`config.mk`:
```
export PLATFORM = sky130hd
export DESIGN_NAME = eirq_ctrl
export DESIGN_NICKNAME = d
export VERILOG_FILES = /design/src/eirq_pkg.sv /design/src/eirq_ctrl.sv
export SDC_FILE = /design/constraint.sdc
export NUM_CORES = 1
export LEC_CHECK = 0
export ABC_AREA = 0
export BUFFER_PORTS_ARGS = -buffer_cell sky130_fd_sc_hd__buf_2
export CAP_MARGIN = 20
export CELL_PAD_IN_SITES_DETAIL_PLACEMENT = 0
export CELL_PAD_IN_SITES_GLOBAL_PLACEMENT = 1
export CORE_UTILIZATION = 30
export CTS_BUF_LIST = sky130_fd_sc_hd__clkbuf_8
export CTS_CLUSTER_DIAMETER = 100
export DETAILED_ROUTE_END_ITERATION = 10
export PLACE_DENSITY_LB_ADDON = 0.1
export SLEW_MARGIN = 20
export SYNTH_ARGS = -nofsm -noshare
export SYNTH_HDL_FRONTEND = slang
export SYNTH_SLANG_ARGS = --single-unit
```
`constraint.sdc`:
```
create_clock -name pclk -period 2 [get_ports pclk]
set_clock_uncertainty 0.2 [all_clocks]
set_input_delay 0.2 -clock pclk [delete_from_list [all_inputs] [get_ports pclk]]
set_output_delay 0.2 -clock pclk [all_outputs]
set_load 0.01 [all_outputs]
```
`src/eirq_pkg.sv`:
```
// Constants for the external interrupt pin, supply detector and reset cause block.
// Assumes an APB master with 32-bit data; only the low byte of each register is live.
package eirq_pkg;

    // ------------------------------------------------------------
    // Register map (byte addresses)
    // ------------------------------------------------------------
    localparam int ADDR_W = 12;
    localparam logic [ADDR_W-1:0] OFS_PIN_CTRL = 12'h000;
    localparam logic [ADDR_W-1:0] OFS_RESET_CAUSE = 12'h004;
    localparam logic [ADDR_W-1:0] OFS_SUPPLY_CTRL = 12'h008;
    localparam logic [ADDR_W-1:0] OFS_FORCE_RESET = 12'h00C;

    // ------------------------------------------------------------
    // Pin status/control fields
    // ------------------------------------------------------------
    localparam int PIN_PULL_DISABLE = 6;
    localparam int PIN_POLARITY = 5;
    localparam int PIN_FUNC_ENABLE = 4;
    localparam int PIN_EVENT_FLAG = 3;
    localparam int PIN_EVENT_ACK = 2;
    localparam int PIN_INT_ENABLE = 1;
    localparam int PIN_DETECT_MODE = 0;

    // ------------------------------------------------------------
    // Reset cause fields
    // ------------------------------------------------------------
    localparam int RC_POWER_ON = 7;
    localparam int RC_PIN = 6;
    localparam int RC_WATCHDOG = 5;
    localparam int RC_BAD_OPCODE = 4;
    localparam int RC_CLOCK_LOSS = 2;
    localparam int RC_LOW_SUPPLY = 1;
    localparam logic [7:0] RC_POWER_ON_VALUE = 8'h82;

    // ------------------------------------------------------------
    // Supply detector control/status fields
    // ------------------------------------------------------------
    localparam int SD_ENABLE = 0;
    localparam int SD_INT_ENABLE = 1;
    localparam int SD_RESET_ENABLE = 2;
    localparam int SD_STOP_ENABLE = 3;
    localparam int SD_WARN_LEVEL = 4;
    localparam int SD_DETECT_ACK = 5;
    localparam int SD_WARNING = 6;
    localparam int SD_DETECT_FLAG = 7;
    // Force-reset request bit, written only from the debug path
    localparam int FR_REQUEST = 0;

    // Synchroniser lanes for asynchronous inputs
    localparam int SY_PIN = 0;
    localparam int SY_BELOW_TRIP = 1;
    localparam int SY_WARN_HIGH = 2;
    localparam int SY_WARN_LOW = 3;
    localparam int SY_LANES = 4;

endpackage : eirq_pkg
```
`src/eirq_ctrl.sv`:
```
// External interrupt pin logic, supply detector interrupt/warning and reset cause record.
// Assumes an APB master on pclk, a reset controller that holds the cause levels
// steady across the release of presetn, and a separate power-on reset por_n.
//
// Added by the designer: register access over APB and the register addresses.
`timescale 1ns/10ps
`default_nettype none

// How it works
// - Low supply with detector, its interrupt on and reset off sets flag, interrupts.
// - Warning flag shows supply nearing the trip level and never interrupts.
// - One control bit picks the high or the low warning trip level.
// - Pin control bit 6 low keeps the pull device on while bit 4 enables the pin, high turns it off.
// - Bit 5 low selects falling/low sensing, high selects rising/high sensing.
// - With pin enabled and rising polarity the pull-up becomes a pull-down.
// - Bit 4 enables the pin as an interrupt source; clear means pin ignored.
// - Bit 3 reads the event flag, set after a qualifying pin event.
// - Bit 2 is acknowledge: write 1 clears the flag, reads zero.
// - In edge-and-level mode acknowledge cannot clear while pin stays asserted.
// - Bit 1 lets the event flag raise the interrupt; otherwise software polls.
// - Bit 0 low detects edges only, high detects edges plus level.
// - Reset cause register holds six read-only flags for the last reset.
// - A debug forced reset leaves every cause flag cleared.
// - Any write to the reset cause address refreshes the watchdog only.
// - Power-on sets bit 7 together with the low supply reset flag.
// - Bit 6 marks a reset from the external reset pin.
// - Bit 5 marks a watchdog reset, impossible while the watchdog is off.
// - Bit 4 marks bad opcodes, including disallowed stop and background instructions.
// - Bit 2 marks a clock loss reset; bit 3 always reads zero.
// - Bit 1 marks a low supply reset or a power-on reset.
// - Power-on gives 82h; low supply keeps bit 7; others clear bits 7, 1.
// - Only the debug path may force a reset; bus writes there are ignored.
module eirq_ctrl (
    input wire logic pclk, // Bus clock
    input wire logic presetn, // System reset, active low
    input wire logic por_n, // Power-on reset, active low
    input wire logic psel, // APB select
    input wire logic penable, // APB access phase
    input wire logic pwrite, // APB write
    input wire logic [eirq_pkg::ADDR_W-1:0] paddr, // APB byte address
    input wire logic [31:0] pwdata, // APB write data
    output logic [31:0] prdata, // APB read data
    output logic pready, // APB ready
    output logic pslverr, // APB error on unmapped address
    input wire logic irq_pin_in, // Interrupt request pin level
    output logic pin_pull_on, // Pull device active on the pin
    output logic pin_pull_down, // Pull device acts as pull-down
    output logic pin_irq, // Pin interrupt request
    input wire logic supply_below_trip, // Detector comparator, asynchronous
    input wire logic supply_below_warn_high, // High warning comparator, asynchronous
    input wire logic supply_below_warn_low, // Low warning comparator, asynchronous
    output logic supply_irq, // Supply detector interrupt request
    output logic low_supply_reset, // Low supply reset request, level
    output logic supply_detector_stop_enable, // Detector kept on in stop
    input wire logic cause_power_on, // Reset controller: power-on
    input wire logic cause_low_supply, // Reset controller: low supply
    input wire logic cause_pin, // Reset controller: reset pin
    input wire logic cause_watchdog, // Reset controller: watchdog timeout
    input wire logic cause_bad_opcode, // Reset controller: bad opcode
    input wire logic cause_stop_attempt, // Reset controller: stop executed
    input wire logic cause_bgnd_attempt, // Reset controller: background executed
    input wire logic cause_clock_loss, // Reset controller: clock loss
    input wire logic cause_debug, // Reset controller: debug forced
    input wire logic watchdog_enable, // Watchdog enable option
    input wire logic stop_allow, // Stop instruction allowed
    input wire logic background_mode_allow, // Background instruction allowed
    output logic watchdog_refresh, // One-cycle watchdog restart
    input wire logic dbg_write, // Debug path write strobe to force-reset
    input wire logic [7:0] dbg_wdata, // Debug path write data
    output logic debug_forced_reset // One-cycle whole-chip reset request
);

    // ------------------------------------------------------------
    // State
    // ------------------------------------------------------------
    typedef struct packed {
        logic pull_disable;
        logic polarity;
        logic func_enable;
        logic event_flag;
        logic int_enable;
        logic detect_mode;
        logic [eirq_pkg::SY_LANES-1:0] sync1;
        logic [eirq_pkg::SY_LANES-1:0] sync2;
        logic prev_asserted;
        logic sd_enable;
        logic sd_int_enable;
        logic sd_reset_enable;
        logic sd_stop_enable;
        logic warn_level;
        logic detect_flag;
        logic warning;
        logic low_reset;
        logic captured;
        logic [31:0] rdata;
        logic wd_refresh;
        logic dbg_reset;
    } eirq_state_s;

    eirq_state_s state;
    eirq_state_s next_state;
    logic [7:0] cause;
    logic [7:0] next_cause;

    // Decoded bus phases, pin events, trip level and bad opcode
    logic setup_phase;
    logic wr_access;
    logic mapped;
    logic pin_level;
    logic pin_asserted;
    logic pin_edge;
    logic pin_hold;
    logic below_trip;
    logic bad_opcode;

    // ------------------------------------------------------------
    // Bus decode
    // ------------------------------------------------------------
    // Registers answer with no wait states
    assign setup_phase = psel && !penable;
    assign wr_access = psel && penable && pwrite;
    assign mapped = (paddr == eirq_pkg::OFS_PIN_CTRL) || (paddr == eirq_pkg::OFS_RESET_CAUSE) ||
                    (paddr == eirq_pkg::OFS_SUPPLY_CTRL) || (paddr == eirq_pkg::OFS_FORCE_RESET);
    assign pready = 1'b1;
    assign pslverr = psel && penable && !mapped;

    // ------------------------------------------------------------
    // Pin event detection
    // ------------------------------------------------------------
    // synchronised sample only
    assign pin_level = state.sync2[eirq_pkg::SY_PIN];
    assign pin_asserted = state.polarity ? pin_level : !pin_level;
    assign pin_edge = pin_asserted && !state.prev_asserted;
    assign pin_hold = state.detect_mode && pin_asserted;
    assign below_trip = state.sync2[eirq_pkg::SY_BELOW_TRIP];

    assign bad_opcode = cause_bad_opcode || (cause_stop_attempt && !stop_allow) ||
                        (cause_bgnd_attempt && !background_mode_allow);

    // ------------------------------------------------------------
    // Next state
    // ------------------------------------------------------------
    // Fills the next copy of all block state but the cause record from the bus, pins and detector
    always_comb begin
        logic set_pin;
        logic set_det;
        logic [7:0] rbyte;
        next_state = state;
        set_pin = 1'b0;
        set_det = 1'b0;
        rbyte = 8'h00;

        // Two-flop synchronisers for every asynchronous input
        next_state.sync1 = {supply_below_warn_low, supply_below_warn_high, supply_below_trip, irq_pin_in};
        next_state.sync2 = state.sync1;
        next_state.prev_asserted = pin_asserted;
        next_state.wd_refresh = 1'b0;
        next_state.dbg_reset = 1'b0;
        next_state.captured = 1'b1;

        if (state.func_enable) begin
            set_pin = pin_edge || pin_hold;
        end

        if (state.sd_enable && state.sd_int_enable && !state.sd_reset_enable && below_trip) begin
            set_det = 1'b1;
        end

        // one bit picks the warning trip level
        if (state.sd_enable) begin
            next_state.warning = state.warn_level ? state.sync2[eirq_pkg::SY_WARN_HIGH]
                                                  : state.sync2[eirq_pkg::SY_WARN_LOW];
        end else begin
            next_state.warning = 1'b0;
        end

        next_state.low_reset = state.sd_enable && state.sd_reset_enable && below_trip;

        // Register writes take effect in the access phase
        if (wr_access) begin
            unique case (paddr)
                eirq_pkg::OFS_PIN_CTRL: begin
                    next_state.pull_disable = pwdata[eirq_pkg::PIN_PULL_DISABLE];
                    next_state.polarity = pwdata[eirq_pkg::PIN_POLARITY];
                    next_state.func_enable = pwdata[eirq_pkg::PIN_FUNC_ENABLE];
                    next_state.int_enable = pwdata[eirq_pkg::PIN_INT_ENABLE];
                    next_state.detect_mode = pwdata[eirq_pkg::PIN_DETECT_MODE];
                    if (pwdata[eirq_pkg::PIN_EVENT_ACK] && !pin_hold) begin
                        next_state.event_flag = 1'b0;
                    end
                end
                eirq_pkg::OFS_RESET_CAUSE: begin
                    next_state.wd_refresh = 1'b1;
                end
                eirq_pkg::OFS_SUPPLY_CTRL: begin
                    next_state.sd_enable = pwdata[eirq_pkg::SD_ENABLE];
                    next_state.sd_int_enable = pwdata[eirq_pkg::SD_INT_ENABLE];
                    next_state.sd_reset_enable = pwdata[eirq_pkg::SD_RESET_ENABLE];
                    next_state.sd_stop_enable = pwdata[eirq_pkg::SD_STOP_ENABLE];
                    next_state.warn_level = pwdata[eirq_pkg::SD_WARN_LEVEL];
                    if (pwdata[eirq_pkg::SD_DETECT_ACK]) begin
                        next_state.detect_flag = 1'b0;
                    end
                end
                default: begin
                end
            endcase
        end

        // New events win over a clear in the same cycle
        if (set_pin) begin
            next_state.event_flag = 1'b1;
        end
        if (set_det) begin
            next_state.detect_flag = 1'b1;
        end

        // The debug strobe lasts one cycle, so the request pulse does too
        // only the debug path forces reset
        next_state.dbg_reset = dbg_write && dbg_wdata[eirq_pkg::FR_REQUEST];

        // Read data is captured in the setup phase
        if (setup_phase && !pwrite) begin
            unique case (paddr)
                eirq_pkg::OFS_PIN_CTRL: begin
                    rbyte[eirq_pkg::PIN_PULL_DISABLE] = state.pull_disable;
                    rbyte[eirq_pkg::PIN_POLARITY] = state.polarity;
                    rbyte[eirq_pkg::PIN_FUNC_ENABLE] = state.func_enable;
                    rbyte[eirq_pkg::PIN_EVENT_FLAG] = state.event_flag;
                    rbyte[eirq_pkg::PIN_INT_ENABLE] = state.int_enable;
                    rbyte[eirq_pkg::PIN_DETECT_MODE] = state.detect_mode;
                end
                eirq_pkg::OFS_RESET_CAUSE: begin
                    rbyte = cause;
                end
                eirq_pkg::OFS_SUPPLY_CTRL: begin
                    rbyte[eirq_pkg::SD_ENABLE] = state.sd_enable;
                    rbyte[eirq_pkg::SD_INT_ENABLE] = state.sd_int_enable;
                    rbyte[eirq_pkg::SD_RESET_ENABLE] = state.sd_reset_enable;
                    rbyte[eirq_pkg::SD_STOP_ENABLE] = state.sd_stop_enable;
                    rbyte[eirq_pkg::SD_WARN_LEVEL] = state.warn_level;
                    rbyte[eirq_pkg::SD_WARNING] = state.warning;
                    rbyte[eirq_pkg::SD_DETECT_FLAG] = state.detect_flag;
                end
                default: begin
                    rbyte = 8'h00;
                end
            endcase
            next_state.rdata = {24'h000000, rbyte};
        end
    end

    // ------------------------------------------------------------
    // Reset cause capture
    // ------------------------------------------------------------
    // Records causes once, in the first cycle after system reset release
    // The levels are also sampled on every edge while presetn is low, so the
    // reset controller must hold them steady from the assertion of reset on
    always_comb begin
        next_cause = cause;
        if (!state.captured) begin
            if (cause_debug) begin
                next_cause = 8'h00;
            end else if (cause_power_on) begin
                next_cause = eirq_pkg::RC_POWER_ON_VALUE;
            end else if (cause_low_supply) begin
                // bit 7 unaffected, bit 1 set
                next_cause = 8'h00;
                next_cause[eirq_pkg::RC_POWER_ON] = cause[eirq_pkg::RC_POWER_ON];
                next_cause[eirq_pkg::RC_LOW_SUPPLY] = 1'b1;
            end else begin
                // other resets set active causes only
                next_cause = 8'h00;
                next_cause[eirq_pkg::RC_PIN] = cause_pin;
                next_cause[eirq_pkg::RC_WATCHDOG] = cause_watchdog && watchdog_enable;
                next_cause[eirq_pkg::RC_BAD_OPCODE] = bad_opcode;
                // clock loss; bit 3 stays zero
                next_cause[eirq_pkg::RC_CLOCK_LOSS] = cause_clock_loss;
            end
        end
    end

    // ------------------------------------------------------------
    // Registers
    // ------------------------------------------------------------
    // All block state except the cause record, which only por_n resets, under system reset
    always_ff @(posedge pclk or negedge presetn) begin
        if (!presetn) begin
            state <= '0;
        end else begin
            state <= next_state;
        end
    end

    always_ff @(posedge pclk or negedge por_n) begin
        if (!por_n) begin
            cause <= eirq_pkg::RC_POWER_ON_VALUE;
        end else begin
            cause <= next_cause;
        end
    end

    // ------------------------------------------------------------
    // Outputs
    // ------------------------------------------------------------
    assign prdata = state.rdata;
    // The pad applies the pull; with the pin disabled both outputs stay low
    // pull device unless disabled
    assign pin_pull_on = state.func_enable && !state.pull_disable;
    // rising polarity turns it to pull-down
    assign pin_pull_down = state.func_enable && state.polarity;
    assign pin_irq = state.int_enable && state.event_flag;
    assign supply_irq = state.sd_int_enable && state.detect_flag;
    assign low_supply_reset = state.low_reset;
    assign supply_detector_stop_enable = state.sd_stop_enable;
    assign watchdog_refresh = state.wd_refresh;
    assign debug_forced_reset = state.dbg_reset;

endmodule : eirq_ctrl

`default_nettype wire

```
==> tab_implementation.tex, run 1 <==
\begin{tabular}{lr}
\hline
Metric & Value \\
\hline
\multicolumn{2}{l}{\textbf{Run status}} \\
Result of the run & finished with violations \\
Failing checks & negative setup slack \\
\multicolumn{2}{l}{\textbf{Critical path}} \\
Data arrival time at the worst-slack endpoint & 1.62 ns \\
Data required time of the critical path & 1.60 ns \\
Top Family by Delay on Critical Path & simple AND/OR/NAND/NOR gates \\
Crit-path cells & buf\_6 -> or4\_4 -> or4\_4 -> and3\_4 -> buf\_6 \\
Critical path buffers and inverters & 2 \\
Endpoint class of the critical path & primary output \\
Startpoint types & primary input \\
Maximum cell stage delay along the critical path & between 0.5 and 0.6 ns \\
Category of the critical setup timing path & in -> out \\
CP max-delay cell & or4\_4 \\
Maximum net fanout on the critical path & 2 \\
\multicolumn{2}{l}{\textbf{Layout}} \\
Core utilization of the finished layout & 0.403 \\
Fill cell total of the finished layout & 628 \\
Fraction of layout cells with a size suffix above 1 & 0.365 \\
Multi-input logic area & just under 800 um2 \\
Area added between synthesis and finish & 29.2\% \\
Number of standard cells in the final layout excluding fillers & 329 \\
Register cell area after layout & 1000 um2 \\
Nets & 326 \\
Final Cell Area & 2560 um2 \\
Number of antenna repair diodes & 0 \\
\multicolumn{2}{l}{\textbf{Die}} \\
Die Footprint & 6940 um2 \\
Number of rows created at floorplan & 29 \\
Placeable core region & approximately 6300 um2 \\
Initial Utilization & 0.312 \\
Die Width & $\sim$83 um \\
Floorplan die height & 83.3 um \\
Top Ports & 117 \\
\multicolumn{2}{l}{\textbf{Timing}} \\
\# setup viols final & 1 \\
Max\_slew headroom & 0.501 \\
Highest clock rate & 0.496 GHz \\
Worst Setup Slack, final & -0.0179 ns \\
Tightest Pin Transition & around 0.75 ns \\
Hold violation count in the final report & 0 \\
Setup repair after global routing missed its margin & yes \\
Number of max-slew violations in the final report & 0 \\
Worst hold margin & 0.0168 ns \\
Min Tclk post-route & $\sim$2.0 ns \\
Ratio of final minimum period to clock period & 1.01 \\
\multicolumn{2}{l}{\textbf{Place}} \\
PortBufs & slightly below 60 \\
RePlAce Congestion & 0.683 \\
Post-placement cell count & 299 \\
Post-DP HPWL & 3050 um \\
Instance area at placement & around 2200 um2 \\
\multicolumn{2}{l}{\textbf{GRT}} \\
Vias in the first global route & 1476 \\
Maximum number of pins on one net before global-route repair & 35 \\
Total global-route track usage & 0.126 \\
GRT Residual Overflow & 0 \\
Global-route wire length before repair & 6850 um \\
Antenna violations before repair & 0 \\
\multicolumn{2}{l}{\textbf{Routing}} \\
Avg Vias per Cell & 4.39 \\
Total wirelength of the detailed-routed design & $\sim$4100 um \\
Residual antenna-violating net count after detailed routing & 0 \\
DR DRC count & 0 \\
Via count of the routed design & about 1400 \\
Total iterations of the first detailed-routing run & 4 \\
Violation count after the first detailed-route iteration & 31 \\
Routed length per instance & $\sim$12 um \\
\multicolumn{2}{l}{\textbf{Synth}} \\
Yosys warning total & 0 \\
Sequential share of the synthesized area & 0.506 \\
Mean cell area of the mapped netlist & 11.5 um2 \\
Register bit total from synthesis & 40 \\
Post-synthesis cell type count & 32 \\
Netlist area before placement & 1980 um2 \\
Number of cells produced by synthesis & approximately 170 \\
\multicolumn{2}{l}{\textbf{Pwr}} \\
Worst voltage drop across the vdd grid & 0.370 mV \\
Power density normalized to cell area & 593 nW/um2 \\
Leak Pwr & $\sim$1.3 nW \\
Power after layout & 1.52 mW \\
\multicolumn{2}{l}{\textbf{Clocking}} \\
CTS tree & yes \\
Num Clock Sinks & 40 \\
Clock latency of the later-clocked register in the worst-skew pair & 0.29 ns \\
CTS clock-pin slew for the worst setup and hold paths & 0.07 ns \\
Buffers from clock root to sink, at most & 2 \\
Clk Tree Root Cell & clkbuf\_8 \\
Number of buffers inserted during clock tree synthesis & 5 \\
H-tree depth & 2 \\
\multicolumn{2}{l}{\textbf{Flow run}} \\
Max-cap violation count & 0 \\
\multicolumn{2}{l}{\textbf{Min path}} \\
Class of the worst hold path & in -> reg \\
\hline
\end{tabular}
[area by class of cell]
class,instances,area share
clock buffer,5,0.0269
clock inverter,3,0.00440
inverter,2,0.00293
multi-input combinational,115,0.307
sequential,40,0.392
tap,77,0.0376
timing repair buffer,87,0.229
[cells by family (layout without fill, tap and decap cells)]
| group | Yosys count | in the layout | share of synthesized area |
|---|---|---|---|
| simple gates | 45 | 45 | 0.147 |
| buf+inv | 41 | 97 | 0.144 |
| flops | 40 | 40 | 0.506 |
| compound gates | 26 | 26 | 0.102 |
| mux | 17 | 17 | 0.0922 |
| other cells | 2 | 26 | 0.00379 |
| xor+xnor | 1 | 1 | 0.00442 |
[Yosys cell counts]
| library cell | n | share of area |
|---|---|---|
| a22oi_1 | 2 | 0.0076 |
| a2bb2oi_1 | 3 | 0.013 |
| a31oi_1 | 2 | 0.0063 |
| and2_1 | 4 | 0.013 |
| and3_1 | 1 | 0.0032 |
| and3_2 | 1 | 0.0038 |
| buf_4 | 33 | 0.13 |
| buf_6 | 1 | 0.0057 |
| clkbuf_1 | 5 | 0.0095 |
| conb_1 | 2 | 0.0038 |
| dfrtp_1 | 38 | 0.48 |
| dfstp_2 | 2 | 0.027 |
| inv_1 | 2 | 0.0038 |
| mux2_2 | 10 | 0.057 |
| mux2i_1 | 7 | 0.035 |
| nand2_1 | 15 | 0.028 |
| nand2b_1 | 2 | 0.0063 |
| nand3_1 | 1 | 0.0025 |
| nand4_1 | 1 | 0.0032 |
| nand4b_1 | 2 | 0.0088 |
| nor2_1 | 1 | 0.0019 |
| nor2b_1 | 8 | 0.025 |
| nor3_1 | 2 | 0.0051 |
| nor4_4 | 2 | 0.021 |
| o21ai_0 | 8 | 0.020 |
| o21bai_1 | 1 | 0.0038 |
| o31ai_1 | 7 | 0.027 |
| o41ai_2 | 3 | 0.025 |
| or3_1 | 1 | 0.0032 |
| or3b_2 | 1 | 0.0044 |
| or4_4 | 3 | 0.017 |
| xnor2_1 | 1 | 0.0044 |
[tightest hold or removal path, stage by stage]
cell and delay [ns]:
buf_2 0.08, o31ai_1 0.06, o21ai_0 0.13
[state kept, by name, indices dropped and copies added, names as in the netlist, 4 cells and up]
| register | cells |
|---|---|
| cause | 6 |
| next_state | 4 |
| prdata | 8 |
| state | 16 |
[final timing paths]
check                      slack [ns]  cells after the start         to             start
min reg2reg                      0.15                      0  state[47]    next_state[47]
min                              0.02                      3   cause[4]  cause_bad_opcode
max reg2reg                      0.36                      2   cause[1]         state[34]
max                             -0.02                      5    pslverr          paddr[9]
min in group asynchronous        0.09                      2   cause[6]             por_n
max in group asynchronous        0.82                      2  prdata[4]           presetn
[layout by cell type, fill, tap and decap left out, types with 3 or more instances in the layout]
cell type / count
clkbuf_8: 5
dlygate4sd3_1: 22
nand2_1: 15
and2_1: 4
o21ai_0: 8
inv_1: 5
buf_4: 5
mux2_2: 10
or4_4: 3
o41ai_2: 3
buf_2: 57
mux2i_1: 7
o31ai_1: 7
a2bb2oi_1: 3
dfrtp_1: 38
nor2b_1: 8
conb_1: 26
[through the flow]
stage          worst slack (ns)  setup TNS (ns)
4_1_cts                 -0.0554         -0.0554
5_1_grt                 -0.0518         -0.0518
3_5_place_dp             -0.139           -1.81
6_report                -0.0179         -0.0179
2_1_floorplan            0.0128               0
3_3_place_gp             -0.121           -1.52
[report_power, final]
group          leakage (nW)  internal, mW  switching [mW]
registers             0.516         0.830          0.0112
logic                 0.745        0.0865          0.0883
clock network        0.0519         0.233           0.268
[routing by layer]
layer / wire length (um) / vias to the layer above / GRT usage
met5: 0 / - / 0
met4: 72 / 0 / 0.0564
met3: 243 / 7 / 0.0338
met2: 2060 / 55 / 0.210
met1: 1730 / 684 / 0.152
li1: - / 697 / -
[what timing repair did]
| item | in CTS | in global routing |
|---|---|---|
| cloned | 0 | 0 |
| hold endpoints to repair | 61 | 0 |
| setup endpoints to repair | 1 | 1 |
| hold buffers | 22 | 0 |
| resized for setup | 2 | 0 |
| pin swaps | 3 | 1 |
| buffers inserted | 0 | 0 |
Power figures use the tool's default switching activity.
==> run 2: changes to the inputs <==
--- a/config.mk
+++ b/config.mk
@@ -10,7 +10,7 @@
 export CAP_MARGIN = 20
 export CELL_PAD_IN_SITES_DETAIL_PLACEMENT = 0
 export CELL_PAD_IN_SITES_GLOBAL_PLACEMENT = 1
-export CORE_UTILIZATION = 30
+export CORE_UTILIZATION = 33
 export CTS_BUF_LIST = sky130_fd_sc_hd__clkbuf_8
 export CTS_CLUSTER_DIAMETER = 100
 export DETAILED_ROUTE_END_ITERATION = 10
==> constraint.sdc (replaced) <==
create_clock -name pclk -period 1.9 [get_ports pclk]
set_clock_uncertainty 0.2 [all_clocks]
set_input_delay 0.19 -clock pclk [delete_from_list [all_inputs] [get_ports pclk]]
set_output_delay 0.19 -clock pclk [all_outputs]
set_load 0.01 [all_outputs]
==> run 2 against run 1 <==
The flow still finishes with violations (negative setup slack). Sequential share of layout area fell by 0.64 points. Count of clock-buffer cells in the layout rose by 1. Non-clock buffer count rose by 4. Register-to-register slack got worse by 0.03 ns. Core utilization rose by 5.8 points. Via count rose by 0.35%. Clock power rose by 18%. Global-route usage rose by 1.1 points. Worst setup slack got worse by 0.042 ns. Wire length fell by 5.3%. First-iteration DRC count rose by 100%. Largest cell class unchanged.
==> tab_implementation.tex, run 2 (synthesized netlist as in run 1, its figures left out) <==
\begin{tabular}{lr}
\hline
Metric & Value \\
\hline
\multicolumn{2}{l}{\textbf{Layout}} \\
Commonest non-fill, non-tap cells in the layout & buf\_2, dfrtp\_1, conb\_1 \\
Register cell area after layout & 1000 um2 \\
Largest register by flop count & state \\
Flip-flop count of the largest register after layout & 16 \\
Nets & 330 \\
Core utilization of the finished layout & 0.461 \\
Fraction of layout cells with a size suffix above 1 & 0.387 \\
Multi-input logic area & 792 um2 \\
Fill cell total of the finished layout & 519 \\
Final Cell Area & 2600 um2 \\
Area added between synthesis and finish & 31.3\% \\
Number of antenna repair diodes & 0 \\
Most frequent standard cell in the layout excluding fill and tap cells & buf\_2 \\
\multicolumn{2}{l}{\textbf{Die}} \\
Placeable core region & between 5000 and 6000 um2 \\
Initial Utilization & 0.351 \\
Die Width & 79.5 um \\
Number of rows created at floorplan & 27 \\
Die Footprint & between 6000 and 7000 um2 \\
Top Ports & roughly 120 \\
Floorplan die height & 79.5 um \\
\multicolumn{2}{l}{\textbf{Critical path}} \\
CP max-delay cell & or4\_4 \\
Endpoint class of the critical path & primary output \\
Maximum net fanout on the critical path & 2 \\
Maximum cell stage delay along the critical path & approximately 0.52 ns \\
Category of the critical setup timing path & in -> out \\
Startpoint types & primary input \\
Data arrival time at the worst-slack endpoint & 1.57 ns \\
Crit-path cells & buf\_6 -> or4\_4 -> or4\_4 -> and3\_4 -> buf\_6 \\
Data required time of the critical path & around 1.5 ns \\
\multicolumn{2}{l}{\textbf{GRT}} \\
Antenna violations before repair & 0 \\
Global-route wire length before repair & 6460 um \\
Vias in the first global route & 1416 \\
Maximum number of pins on one net before global-route repair & 35 \\
Total global-route track usage & 0.137 \\
GRT Residual Overflow & 0 \\
\multicolumn{2}{l}{\textbf{Timing}} \\
Number of max-slew violations in the final report & 0 \\
Min Tclk post-route & 1.96 ns \\
\# setup viols final & 1 \\
Highest clock rate & 0.510 GHz \\
Hold violation count in the final report & 0 \\
Setup repair after global routing missed its margin & yes \\
Setup Total Neg Slack & -0.0603 ns \\
Ratio of final minimum period to clock period & 1.03 \\
Worst Setup Slack, final & -0.0603 ns \\
\multicolumn{2}{l}{\textbf{Clocking}} \\
CTS tree & yes \\
Clock latency of the later-clocked register in the worst-skew pair & 0.29 ns \\
Num Clock Sinks & 40 \\
Clk Tree Root Cell & clkbuf\_8 \\
H-tree depth & 2 \\
CTS clock-pin slew for the worst setup and hold paths & $\sim$0.080 ns \\
Buffers from clock root to sink, at most & 2 \\
Number of buffers inserted during clock tree synthesis & 5 \\
\multicolumn{2}{l}{\textbf{Routing}} \\
Top sig layer & met4 \\
Total iterations of the first detailed-routing run & 4 \\
Via count of the routed design & between 1000 and 1500 \\
Avg Vias per Cell & approximately 4.4 \\
Violation count after the first detailed-route iteration & 62 \\
DR DRC count & 0 \\
Met2 WL post-DR & 1860 um \\
DRT met1 WL & around 1700 um \\
Routed length per instance & 11.9 um \\
Met3 routed wirelength & around 210 um \\
Total wirelength of the detailed-routed design & 3890 um \\
Residual antenna-violating net count after detailed routing & 0 \\
\multicolumn{2}{l}{\textbf{Place}} \\
Post-DP HPWL & 2990 um \\
RePlAce Congestion & 0.726 \\
PortBufs & approximately 60 \\
Instance area at placement & 2240 um2 \\
\multicolumn{2}{l}{\textbf{Pwr}} \\
Leak Pwr & 1.32 nW \\
Worst voltage drop across the vdd grid & 0.401 mV \\
Power density normalized to cell area & $\sim$640 nW/um2 \\
Power after layout & 1.66 mW \\
\multicolumn{2}{l}{\textbf{Min path}} \\
Class of the worst hold path & in -> reg \\
\multicolumn{2}{l}{\textbf{Flow run}} \\
Max-cap violation count & 0 \\
\multicolumn{2}{l}{\textbf{Run status}} \\
Failing checks & negative setup slack \\
Result of the run & finished with violations \\
\hline
\end{tabular}
==> run 2: changes by cell type in the layout (fill, tap and decap cells not counted), sizes merged <==
cell,before,now
buf,65,68
inv,5,2
clkinvlp,0,2
clkbuf,5,6
dlygate4sd3,22,23
==> run 2: final cells by class <==
cell class | count | share of cell area
flip-flops and latches | 40 | 0.386
clock buffers | 6 | 0.0317
clock inverters | 2 | 0.00577
inverters | 2 | 0.00288
repair buffers | 91 | 0.235
well taps | 72 | 0.0346
multi-input cells | 115 | 0.304
==> run 2: final timing paths <==
path,startpoint,to,slack (ns),cells past startpoint
min in group asynchronous,por_n,cause[6],0.05,2
min reg2reg,next_state[45],below_trip,0.15,0
max in group asynchronous,presetn,prdata[3],0.96,3
max,paddr[5],pslverr,-0.06,5
min,cause_low_supply,cause[6],0.03,4
max reg2reg,state[34],cause[1],0.33,2
==> run 2: through the flow <==
stage / hold WS [ns] / cells / worst slack, ns
after floorplan: -0.306 / 196 / -0.0669
after global placement: -0.181 / 295 / -0.192
after detailed placement: -0.179 / 295 / -0.231
after CTS: 0.0209 / 328 / -0.0657
after global routing: 0.0257 / 328 / -0.0786
final: 0.0256 / 328 / -0.0603
==> run 2: per-layer routing <==
layer / vias to the layer above / global-route usage
met1: 678 / 0.168
met4: 0 / 0.0564
li1: 704 / -
met5: - / 0
met2: 56 / 0.222
met3: 10 / 0.0411
==> run 2: worst max-delay path: cells and delay by family <==
kind,cells,cell delay (ns)
AND/OR/NAND/NOR,3,1.17
buffers and inverters,2,0.20
==> run 2: what timing repair did <==
item	in CTS	in global routing
gates resized for setup	2	1
setup endpoints to repair	1	1
buffers inserted	2	0
pin swaps	3	2
endpoints found under the hold margin	62	0
hold buffers	23	0
==> run 2: power breakdown <==
| group | switching (mW) | internal, mW | total, mW |
|---|---|---|---|
| clock | 0.296 | 0.294 | 0.590 |
| combinational | 0.0913 | 0.0968 | 0.188 |
| sequential | 0.0116 | 0.873 | 0.885 |
| total | 0.399 | 1.26 | 1.66 |
